===== src/lsg_map.vh =====
`ifndef LSG_MAP_VH
`define LSG_MAP_VH

// ============================================================
// Register offsets on the register port
`define LSG_ADDR_W            8
`define LSG_OFF_CRC_CNT_LO    8'h0a
`define LSG_OFF_CRC_CNT_HI    8'h0b
`define LSG_OFF_STATUS        8'h0c
`define LSG_OFF_PIN0_CFG      8'h0d

// ============================================================
// Field positions
`define LSG_ST_LINK_LOST      4
`define LSG_ST_BIST_ERR       3
`define LSG_ST_TMDS_CLK       2
`define LSG_ST_NORM_ERR       1
`define LSG_ST_LINK_DET       0
`define LSG_CFG_REV_HI        7
`define LSG_CFG_REV_LO        4
`define LSG_CFG_OUT_VAL       3
`define LSG_CFG_MODE_HI       2
`define LSG_CFG_MODE_LO       0

// ============================================================
// Pin modes (bit 0 clear means high impedance)
`define LSG_MODE_OUT_LOCAL    3'h1
`define LSG_MODE_INPUT        3'h3
`define LSG_MODE_REMOTE_HOLD  3'h5
`define LSG_MODE_REMOTE_DFLT  3'h7

// ============================================================
// Reset values and sizes
`define LSG_RST_MODE          3'h0
`define LSG_RST_OUT_VAL       1'b0
`define LSG_RST_CNT           16'h0000
`define LSG_CNT_MAX           16'hffff
`define LSG_NUM_PORTS         2
// Revision value is arbitrary
`define LSG_REVISION_ID       4'h1

`endif


===== src/lsg_port_status.v =====
`timescale 1ns/1ps
`default_nettype none
`include "lsg_map.vh"

module lsg_port_status (
   // Clock and reset
   input  wire        core_clk,
   input  wire        resetn,
   // Controls
   input  wire        err_reset,
   input  wire        bist_restart,
   // Link side
   input  wire        link_det_pin,
   input  wire        frame_crc_err,
   input  wire        bist_active,
   // Status
   output reg  [15:0] crc_cnt_r,
   output reg         link_lost_r,
   output reg         bist_err_r,
   output reg         norm_err_r,
   output reg         link_up_r
);

   // ============================================================
   // Link detect synchroniser and agreement filter
   reg        det_s1_r;
   reg        det_s2_r;
   reg        det_s3_r;
   wire       link_drop;
   wire       crc_hit;

   always @(posedge core_clk or negedge resetn) begin
      if (!resetn) begin
         det_s1_r  <= 1'b0;
         det_s2_r  <= 1'b0;
         det_s3_r  <= 1'b0;
         link_up_r <= 1'b0;
      end else begin
         det_s1_r <= link_det_pin;
         det_s2_r <= det_s1_r;
         det_s3_r <= det_s2_r;
         if (det_s2_r == det_s3_r) begin
            link_up_r <= det_s3_r;
         end
      end
   end

   assign link_drop = link_up_r && (det_s2_r == det_s3_r) && !det_s3_r;
   // Errors only count while the link is up
   assign crc_hit   = frame_crc_err && link_up_r;

   // ============================================================
   // Counter and sticky flags; a set beats a clear in the same cycle
   always @(posedge core_clk or negedge resetn) begin
      if (!resetn) begin
         crc_cnt_r   <= `LSG_RST_CNT;
         link_lost_r <= 1'b0;
         bist_err_r  <= 1'b0;
         norm_err_r  <= 1'b0;
      end else begin
         if (err_reset) begin
            crc_cnt_r <= {15'h0000, crc_hit};
         end else if (crc_hit && crc_cnt_r != `LSG_CNT_MAX) begin
            crc_cnt_r <= crc_cnt_r + 16'h0001;
         end
         if (link_drop) begin
            link_lost_r <= 1'b1;
         end else if (err_reset) begin
            link_lost_r <= 1'b0;
         end
         if (crc_hit && bist_active) begin
            bist_err_r <= 1'b1;
         end else if (link_drop || bist_restart || err_reset) begin
            bist_err_r <= 1'b0;
         end
         if (crc_hit && !bist_active) begin
            norm_err_r <= 1'b1;
         end else if (link_drop || err_reset) begin
            norm_err_r <= 1'b0;
         end
      end
   end

endmodule // lsg_port_status

`default_nettype wire


===== src/lsg_link_status_gpio_regs.v =====
// Overview of operation
// - 16-bit CRC error count, two bytes, cleared
// - Port select shows second port's counters, flags
// - Sticky link-lost flag until error reset
// - Self-test CRC error flag, cleared three ways
// - Status bit 2 shows input clock present
// - Normal-traffic CRC error flag, cleared twice
// - Status bit 0 shows live link detect
// - Local value drives pin in local output
// - Mode decode: xx0 off, 001 out, 011 in
// - Mode 101 remote value, held on loss
// - Mode 111 remote value, local on loss
// - Port select steers pin configuration writes
`timescale 1ns/1ps
`default_nettype none
`include "lsg_map.vh"

module lsg_link_status_gpio_regs (
   // Clock and reset
   input  wire                    core_clk,
   input  wire                    resetn,
   // Register port
   input  wire [`LSG_ADDR_W-1:0]  reg_addr,
   input  wire                    reg_wr_en,
   input  wire [7:0]              reg_wr_data,
   input  wire                    reg_rd_en,
   output reg  [7:0]              reg_rd_data_r,
   output reg                     reg_rd_valid_r,
   // Controls held elsewhere in the map
   input  wire                    second_port_select,
   input  wire                    crc_err_reset,
   input  wire [1:0]              bist_restart,
   // Link side, per port (bit 1 is the second port)
   input  wire [1:0]              link_det_pin,
   input  wire [1:0]              frame_crc_err,
   input  wire [1:0]              bist_active,
   input  wire [1:0]              remote_pin_valid,
   input  wire [1:0]              remote_pin_value,
   // Video input
   input  wire                    tmds_clk_det_pin,
   // First-port pin
   input  wire                    pin_zero_in,
   output reg                     pin_zero_out_r,
   output reg                     pin_zero_oe_r,
   // Second-port pin
   input  wire                    second_port_pin_zero_in,
   output reg                     second_port_pin_zero_out_r,
   output reg                     second_port_pin_zero_oe_r,
   // Filtered pin levels sent to the remote end
   output reg  [1:0]              pin_level_to_remote_r,
   // Live link state
   output reg  [1:0]              link_up_out_r
);

   // ============================================================
   // Per-port status blocks
   wire [15:0] crc_cnt   [0:1];
   wire [1:0]  link_lost;
   wire [1:0]  bist_err;
   wire [1:0]  norm_err;
   wire [1:0]  link_up;
   wire [1:0]  pin_in_raw;

   assign pin_in_raw = {second_port_pin_zero_in, pin_zero_in};

   // One status block per link port; both share the error reset
   genvar p;
   generate
      for (p = 0; p < `LSG_NUM_PORTS; p = p + 1) begin : g_port
         lsg_port_status u_status (
            .core_clk      (core_clk),
            .resetn        (resetn),
            .err_reset     (crc_err_reset),
            .bist_restart  (bist_restart[p]),
            .link_det_pin  (link_det_pin[p]),
            .frame_crc_err (frame_crc_err[p]),
            .bist_active   (bist_active[p]),
            .crc_cnt_r     (crc_cnt[p]),
            .link_lost_r   (link_lost[p]),
            .bist_err_r    (bist_err[p]),
            .norm_err_r    (norm_err[p]),
            .link_up_r     (link_up[p])
         );
      end
   endgenerate

   // ============================================================
   // Input clock detect synchroniser
   reg tclk_s1_r;
   reg tclk_s2_r;
   reg tclk_s3_r;
   reg tmds_clk_ok_r;
   // Stages two and three must agree, so a one-cycle glitch is dropped

   always @(posedge core_clk or negedge resetn) begin
      if (!resetn) begin
         tclk_s1_r     <= 1'b0;
         tclk_s2_r     <= 1'b0;
         tclk_s3_r     <= 1'b0;
         tmds_clk_ok_r <= 1'b0;
      end else begin
         tclk_s1_r <= tmds_clk_det_pin;
         tclk_s2_r <= tclk_s1_r;
         tclk_s3_r <= tclk_s2_r;
         if (tclk_s2_r == tclk_s3_r) begin
            tmds_clk_ok_r <= tclk_s3_r;
         end
      end
   end

   // ============================================================
   // Pin configuration, remote value, pin drive per port
   reg  [2:0] pin_mode_r   [0:1];
   reg        pin_outval_r [0:1];
   reg  [1:0] remote_val_r;
   reg  [1:0] pin_s1_r;
   reg  [1:0] pin_s2_r;
   reg  [1:0] pin_s3_r;
   wire       cfg_wr;

   // Only the pin register takes writes; count and status bytes ignore
   // them, and the revision nibble has no storage behind it
   assign cfg_wr = reg_wr_en && (reg_addr == `LSG_OFF_PIN0_CFG);

   generate
      for (p = 0; p < `LSG_NUM_PORTS; p = p + 1) begin : g_pin
         wire port_hit;
         reg  drv_val;
         reg  drv_en;

         assign port_hit = cfg_wr && (second_port_select == (p == 1));

         always @(posedge core_clk or negedge resetn) begin
            if (!resetn) begin
               pin_mode_r[p]   <= `LSG_RST_MODE;
               pin_outval_r[p] <= `LSG_RST_OUT_VAL;
            end else if (port_hit) begin
               pin_mode_r[p]   <=
                  reg_wr_data[`LSG_CFG_MODE_HI:`LSG_CFG_MODE_LO];
               pin_outval_r[p] <= reg_wr_data[`LSG_CFG_OUT_VAL];
            end
         end

         // Remote value only follows while the link is up, so it holds
         always @(posedge core_clk or negedge resetn) begin
            if (!resetn) begin
               remote_val_r[p] <= 1'b0;
            end else if (remote_pin_valid[p] && link_up[p]) begin
               remote_val_r[p] <= remote_pin_value[p];
            end
         end

         always @(posedge core_clk or negedge resetn) begin
            if (!resetn) begin
               pin_s1_r[p]              <= 1'b0;
               pin_s2_r[p]              <= 1'b0;
               pin_s3_r[p]              <= 1'b0;
               pin_level_to_remote_r[p] <= 1'b0;
            end else begin
               pin_s1_r[p] <= pin_in_raw[p];
               pin_s2_r[p] <= pin_s1_r[p];
               pin_s3_r[p] <= pin_s2_r[p];
               // Level is offered only in input mode, else it holds
               if (pin_s2_r[p] == pin_s3_r[p] &&
                   pin_mode_r[p] == `LSG_MODE_INPUT) begin
                  pin_level_to_remote_r[p] <= pin_s3_r[p];
               end
            end
         end

         // Drive decode per mode
         always @* begin
            drv_val = 1'b0;
            drv_en  = 1'b0;
            if (pin_mode_r[p][0]) begin
               case (pin_mode_r[p])
                  `LSG_MODE_OUT_LOCAL: begin
                     drv_val = pin_outval_r[p];
                     drv_en  = 1'b1;
                  end
                  `LSG_MODE_INPUT: begin
                     drv_val = 1'b0;
                     drv_en  = 1'b0;
                  end
                  `LSG_MODE_REMOTE_HOLD: begin
                     drv_val = remote_val_r[p];
                     drv_en  = 1'b1;
                  end
                  `LSG_MODE_REMOTE_DFLT: begin
                     drv_val = link_up[p] ? remote_val_r[p]
                                          : pin_outval_r[p];
                     drv_en  = 1'b1;
                  end
                  // Even codes never get here; keeps the decode complete
                  default: begin
                     drv_val = 1'b0;
                     drv_en  = 1'b0;
                  end
               endcase
            end
         end

         // Registered drive, one flip-flop pair per pin
         if (p == 0) begin : g_drv0
            always @(posedge core_clk or negedge resetn) begin
               if (!resetn) begin
                  pin_zero_out_r <= 1'b0;
                  pin_zero_oe_r  <= 1'b0;
               end else begin
                  pin_zero_out_r <= drv_val;
                  pin_zero_oe_r  <= drv_en;
               end
            end
         end else begin : g_drv1
            always @(posedge core_clk or negedge resetn) begin
               if (!resetn) begin
                  second_port_pin_zero_out_r <= 1'b0;
                  second_port_pin_zero_oe_r  <= 1'b0;
               end else begin
                  second_port_pin_zero_out_r <= drv_val;
                  second_port_pin_zero_oe_r  <= drv_en;
               end
            end
         end
      end
   endgenerate

   // ============================================================
   // Live link state per port
   always @(posedge core_clk or negedge resetn) begin
      if (!resetn) begin
         link_up_out_r <= 2'b00;
      end else begin
         link_up_out_r <= link_up;
      end
   end

   // ============================================================
   // Read path
   reg  [7:0]  rd_nxt;
   wire [15:0] sel_cnt;
   wire        sel;

   // No latch between the count bytes; a carry between reads tears it
   // selected port view
   assign sel     = second_port_select;
   assign sel_cnt = sel ? crc_cnt[1] : crc_cnt[0];

   always @* begin
      rd_nxt = 8'h00;
      if (reg_addr == `LSG_OFF_CRC_CNT_LO) begin
         rd_nxt = sel_cnt[7:0];
      end else if (reg_addr == `LSG_OFF_CRC_CNT_HI) begin
         rd_nxt = sel_cnt[15:8];
      end else if (reg_addr == `LSG_OFF_STATUS) begin
         // Bits 7:5 stay zero
         rd_nxt[`LSG_ST_LINK_LOST] = link_lost[sel];
         rd_nxt[`LSG_ST_BIST_ERR]  = bist_err[sel];
         rd_nxt[`LSG_ST_TMDS_CLK]  = tmds_clk_ok_r;
         rd_nxt[`LSG_ST_NORM_ERR]  = norm_err[sel];
         rd_nxt[`LSG_ST_LINK_DET]  = link_up[sel];
      end else if (reg_addr == `LSG_OFF_PIN0_CFG) begin
         rd_nxt[`LSG_CFG_REV_HI:`LSG_CFG_REV_LO] = `LSG_REVISION_ID;
         rd_nxt[`LSG_CFG_OUT_VAL] = sel ? pin_outval_r[1]
                                        : pin_outval_r[0];
         rd_nxt[`LSG_CFG_MODE_HI:`LSG_CFG_MODE_LO] =
            sel ? pin_mode_r[1] : pin_mode_r[0];
      end else begin
         // Unmapped addresses read as zero
         rd_nxt = 8'h00;
      end
   end

   // ============================================================
   // Read data register
   // Read data stays until the next read so slow bus logic can fetch it
   always @(posedge core_clk or negedge resetn) begin
      if (!resetn) begin
         reg_rd_data_r  <= 8'h00;
         reg_rd_valid_r <= 1'b0;
      end else begin
         // Valid pulses once per read strobe
         reg_rd_valid_r <= reg_rd_en;
         if (reg_rd_en) begin
            reg_rd_data_r <= rd_nxt;
         end
      end
   end

endmodule // lsg_link_status_gpio_regs

`default_nettype wire


===== config.mk =====
export PLATFORM = sky130hd
export DESIGN_NAME = lsg_link_status_gpio_regs
export DESIGN_NICKNAME = d
export VERILOG_FILES = /design/src/lsg_port_status.v /design/src/lsg_link_status_gpio_regs.v
export VERILOG_INCLUDE_DIRS = /design/src /design/src/src
export SDC_FILE = /design/constraint.sdc
export NUM_CORES = 1
export LEC_CHECK = 0
export BUFFER_PORTS_ARGS = -buffer_cell sky130_fd_sc_hd__buf_2
export CAP_MARGIN = 20
export CORE_MARGIN = 1.5
export CORE_UTILIZATION = 25
export CTS_CLUSTER_DIAMETER = 200
export DETAILED_ROUTE_END_ITERATION = 16
export GPL_TIMING_DRIVEN = 0
export PLACE_DENSITY = 0.44
export RECOVER_POWER = 25
export SETUP_SLACK_MARGIN = 0.15
export SLEW_MARGIN = 40
export SYNTH_ARGS = -nofsm -noshare
export SYNTH_HDL_FRONTEND = slang
export SYNTH_SLANG_ARGS = --single-unit

===== constraint.sdc =====
create_clock -name core_clk -period 2.2 [get_ports core_clk]
set_clock_uncertainty 0.2 [all_clocks]
set_input_delay 0.33 -clock core_clk [delete_from_list [all_inputs] [get_ports core_clk]]
set_output_delay 0.33 -clock core_clk [all_outputs]
set_load 0.01 [all_outputs]

==> impl_results.md <==
* Final setup violating endpoints at 0
* Synth Net Count at 416
* Worst reg2reg startpoint: g_port[0].u_status.crc_cnt_r[1]
* Net Sw Frac at about a quarter
* Worst-Margin Slew at 1.19 ns
* Cell with the most instances after synthesis: sky130_fd_sc_hd__dfrtp_1
* Worst Hold Class: input pin to flip-flop
* First drt pass iteration count at 4
* Routed vias at ~3300
* Leakage power at 2.17 nW
* Layout Cells excl Fill at 674
* Total half-perimeter wirelength after legalization and detailed placement at 8.12 mm
* Net switching component of the power at ~0.83 mW
* Via count of the first global-routing pass at 3246
* Net count reported at finish at roughly 500
* Area growth from synthesis to layout at 25.7%
* Antenna violations before repair at 0
* Warning count from the yosys run at 0
* Hold Path End: remote_val_r[1]
* Final critical path time including I/O delays and setup at 2.06 ns
* Number of stages on the worst hold path at 2
* Boundary pin count at 54
* Total length of routed met3 wires at ~350 um
* Top cell types by occurrence after synthesis: sky130_fd_sc_hd__dfrtp_1 (83), sky130_fd_sc_hd__a21oi_1 (32), sky130_fd_sc_hd__nand2_1 (28)
* Count of final max-slew check failures at 0
* Placement Rows at between 40 and 50
* Starting density of the core at 25.6%
* Number of DRC violations after detailed routing at 0
* Cts bufs inserted at 9
* Share of the clock period used by the worst path after layout at about 94%
* H-Tree Level Count at 3
* Top cells by area, synth: sky130_fd_sc_hd__dfrtp_1 (51%), sky130_fd_sc_hd__mux2_2 (4.7%), sky130_fd_sc_hd__a21oi_1 (3.9%), sky130_fd_sc_hd__mux4_2 (3.3%), sky130_fd_sc_hd__mux2i_1 (3.2%)
* Count of nets left with antenna violations after detail routing at 0
* Overall overflow remaining after global route at 0
* Outcome: finished, final reports clean
* Routability Congestion at around 0.84
* Met1 layer wirelength in the final routing at about 5.5 mm
* Die W at roughly 130 um
* Count of placed standard cells including taps at ~640
* Clock Tree Root: sky130_fd_sc_hd__clkbuf_16
* Fraction of synthesized cell area taken by the top area cell type at roughly 51%
* Floorplan die height at between 100 and 150 um
* Nature of the critical path startpoint: flip-flop
* Cell-internal power at approximately 2.6 mW
* Tot GR Track Use at 14.0%
* Via/cell ratio at roughly 5
* Required time of the worst setup path at between 2 and 2.5 ns
* DR WL/cell at 16.7 um
* Critical path endpoint category: flip-flop
* Share of final-layout standard cells stronger than drive strength 1 at around 28%
* CTS clock-pin slew for the worst setup and hold paths at around 0.060 ns
* WL final at approximately 11 mm
* Die ar. at 0.0171 sq mm
* Dpl ws at -0.253 ns
* Reg2reg end: g_port[0].u_status.crc_cnt_r[14]
* TritonCTS clock tree: built
* Count of endpoints failing hold in the final timing report at 0
* Pin count of the biggest net entering global routing at 46
* Power density normalized to cell area at 669 mW/mm^2
* Post-synthesis average cell area at approximately 11 sq um
* Unrepaired setup endpoints after global routing: yes
* Max-Cap Viols at 0
* Total placed instance area at ~0.0046 sq mm
* Commonest register cell after synthesis: sky130_fd_sc_hd__dfrtp_1
* F_max at around 0.49 GHz
* Number of cells on the worst reg-to-reg path at 6
* Number of diodes at 0
* PortBufs at 49
* Peak fanout along the critical path at 7
* Crit path arrival time at approximately 2.1 ns
* Sink Count at 83
* Cell variety after synth at between 50 and 60
* Sequential share of the synthesized area at slightly above 50%
* Number of enable-type register cells in the synthesized netlist at 0
* Startpoint-to-endpoint class of the critical path: flip-flop to flip-flop
* Post-route design area at 0.00512 sq mm
* Number of instances in the synthesized netlist at about 380
* Final worst-path setup slack at about 0.14 ns
* WL met2 at roughly 5.3 mm
* Worst setup slack for register-to-register paths at roughly 0.14 ns
* Peak VDD IR at approximately 0.00037 V
* Maximum root-to-sink buffer count at 2
* Total Negative Setup Slacks at 0 ns
* Synth async-reset ratio at 100%
* Hold Crit Start: remote_pin_value[1]
* DRC marker count from the first detailed-route iteration at 279
* Global-route wire length before repair at 18.0 mm
* Portion of total power attributed to the clock network at roughly 43%
* Combinational group share of total power at 8.9%
* Latest clock arrival within the worst-skew pair at 0.34 ns
* Post-synthesis instance area at 0.00407 sq mm
* Cell taking the most area after synthesis: sky130_fd_sc_hd__dfrtp_1
* Std-Cell Core Area at about 0.016 sq mm
* Register bit count reported by yosys at between 80 and 90
* Sequential fraction of design power at 47.7%
* Highest Signal Layer: met4
* Worst rel slew slack at about a fifth
cell families (layout without fill, tap and decap cells):
family          count (synthesis)  count (layout)  synth area share (%)
mux                            36              36                  11.2
flops                          83              83                  51.0
buf+inv                        29             110                  2.86
simple gates                  140             140                  20.3
fa+ha+maj                       4               4                  1.11
compound gates                 85              85                  13.5
metrics by stage:
step | total power [mW] | hold WS [ns] | utilization [%]
final | 3.42 | 0.0232 | 32.2
after floorplan | 1.78 | -0.166 | -
after CTS | 3.46 | 0.0107 | 31.8
after global routing | 3.59 | 0.0185 | 32.2
after global placement | 1.91 | 0.133 | 28.9
after detailed placement | 1.92 | 0.0985 | 29.0
state kept, by name, summed over array words and instances, names as in the netlist, 2 cells and up:
name	flops
pin_mode_r	6
g_port.u_status.norm_err_r	2
g_port.u_status.link_up_r	2
pin_outval_r	2
g_port.u_status.bist_err_r	2
reg_rd_data_r	8
g_port.u_status.det_s3_r	2
pin_level_to_remote_r	2
link_up_out_r	2
pin_s1_r	2
g_port.u_status.link_lost_r	2
g_port.u_status.crc_cnt_r	32
g_port.u_status.det_s2_r	2
pin_s2_r	2
g_port.u_status.det_s1_r	2
pin_s3_r	2
remote_val_r	2
area by class of cell:
cell class / count / area [sq um]
timing repair buffer: 67 / 414
sequential: 83 / 2080
clock inverter: 5 / 56.3
tap: 216 / 270
buffer: 15 / 75.1
clock buffer: 9 / 225
multi-input combinational: 265 / 1940
fill: 1692 / 10800
inverter: 14 / 52.6
power by group through the flow:
| stage | clock, mW | sequential (mW) | combinational, mW |
|---|---|---|---|
| CTS | 1.54 | 1.63 | 0.287 |
| floorplan | 0 | 1.64 | 0.137 |
| global route | 1.61 | 1.64 | 0.344 |
| detailed placement | 0 | 1.66 | 0.263 |
| finish | 1.49 | 1.63 | 0.304 |
| global placement | 0 | 1.66 | 0.253 |
cell usage in the layout, fill, tap and decap left out, drive strengths merged, types with 4 or more instances in the layout:
| master | count |
|---|---|
| o41ai | 4 |
| a21oi | 32 |
| or3 | 5 |
| nor2 | 21 |
| and4 | 4 |
| nor4 | 7 |
| mux4 | 6 |
| nand3 | 15 |
| nor2b | 16 |
| mux2i | 13 |
| o21ai | 9 |
| mux2 | 17 |
| buf | 61 |
| dlygate4sd3 | 9 |
| inv | 14 |
| nand2 | 28 |
| dfrtp | 83 |
| o22ai | 10 |
| nand4 | 11 |
| o31ai | 6 |
| clkbuf | 21 |
| nor3 | 7 |
| nand3b | 4 |
| or4 | 7 |
worst max path at each step:
| stage | slack (ns) | startpoint | to |
|---|---|---|---|
| after floorplan | 0.18 | g_port[0].u_status.crc_cnt_r[1] | g_port[0].u_status.crc_cnt_r[14] |
| after CTS | 0.11 | g_port[0].u_status.link_up_r | g_port[0].u_status.crc_cnt_r[14] |
| after global routing | 0.05 | g_port[0].u_status.crc_cnt_r[0] | g_port[0].u_status.crc_cnt_r[14] |
| after detailed placement | -0.25 | crc_err_reset | g_port[1].u_status.crc_cnt_r[6] |
| after global placement | -0.23 | crc_err_reset | g_port[1].u_status.crc_cnt_r[6] |
| final | 0.14 | g_port[0].u_status.crc_cnt_r[1] | g_port[0].u_status.crc_cnt_r[14] |
critical path, stage by stage (launching register included):
cell	delay, ns
sky130_fd_sc_hd__dfrtp_2	0.42
sky130_fd_sc_hd__ha_4	0.19
sky130_fd_sc_hd__nand3_2	0.13
sky130_fd_sc_hd__or2_0	0.22
sky130_fd_sc_hd__buf_2	0.17
sky130_fd_sc_hd__nor4b_4	0.28
sky130_fd_sc_hd__mux2_2	0.36
metal layers:
metal	GRT usage, %	up-vias
li1	-	1579
met2	21.8	56
met4	4.59	0
met3	3.66	11
met1	19.2	1661
met5	0	-
repair_timing:
action,4_1_cts,5_1_grt
gates cloned,0,0
buffers inserted,1,7
endpoints found under the setup margin,17,16
gates resized for setup,13,10
hold endpoints to repair,52,0
pin swaps,1,3
hold buffers,9,0
No activity file was read; power rests on OpenSTA's default activity.
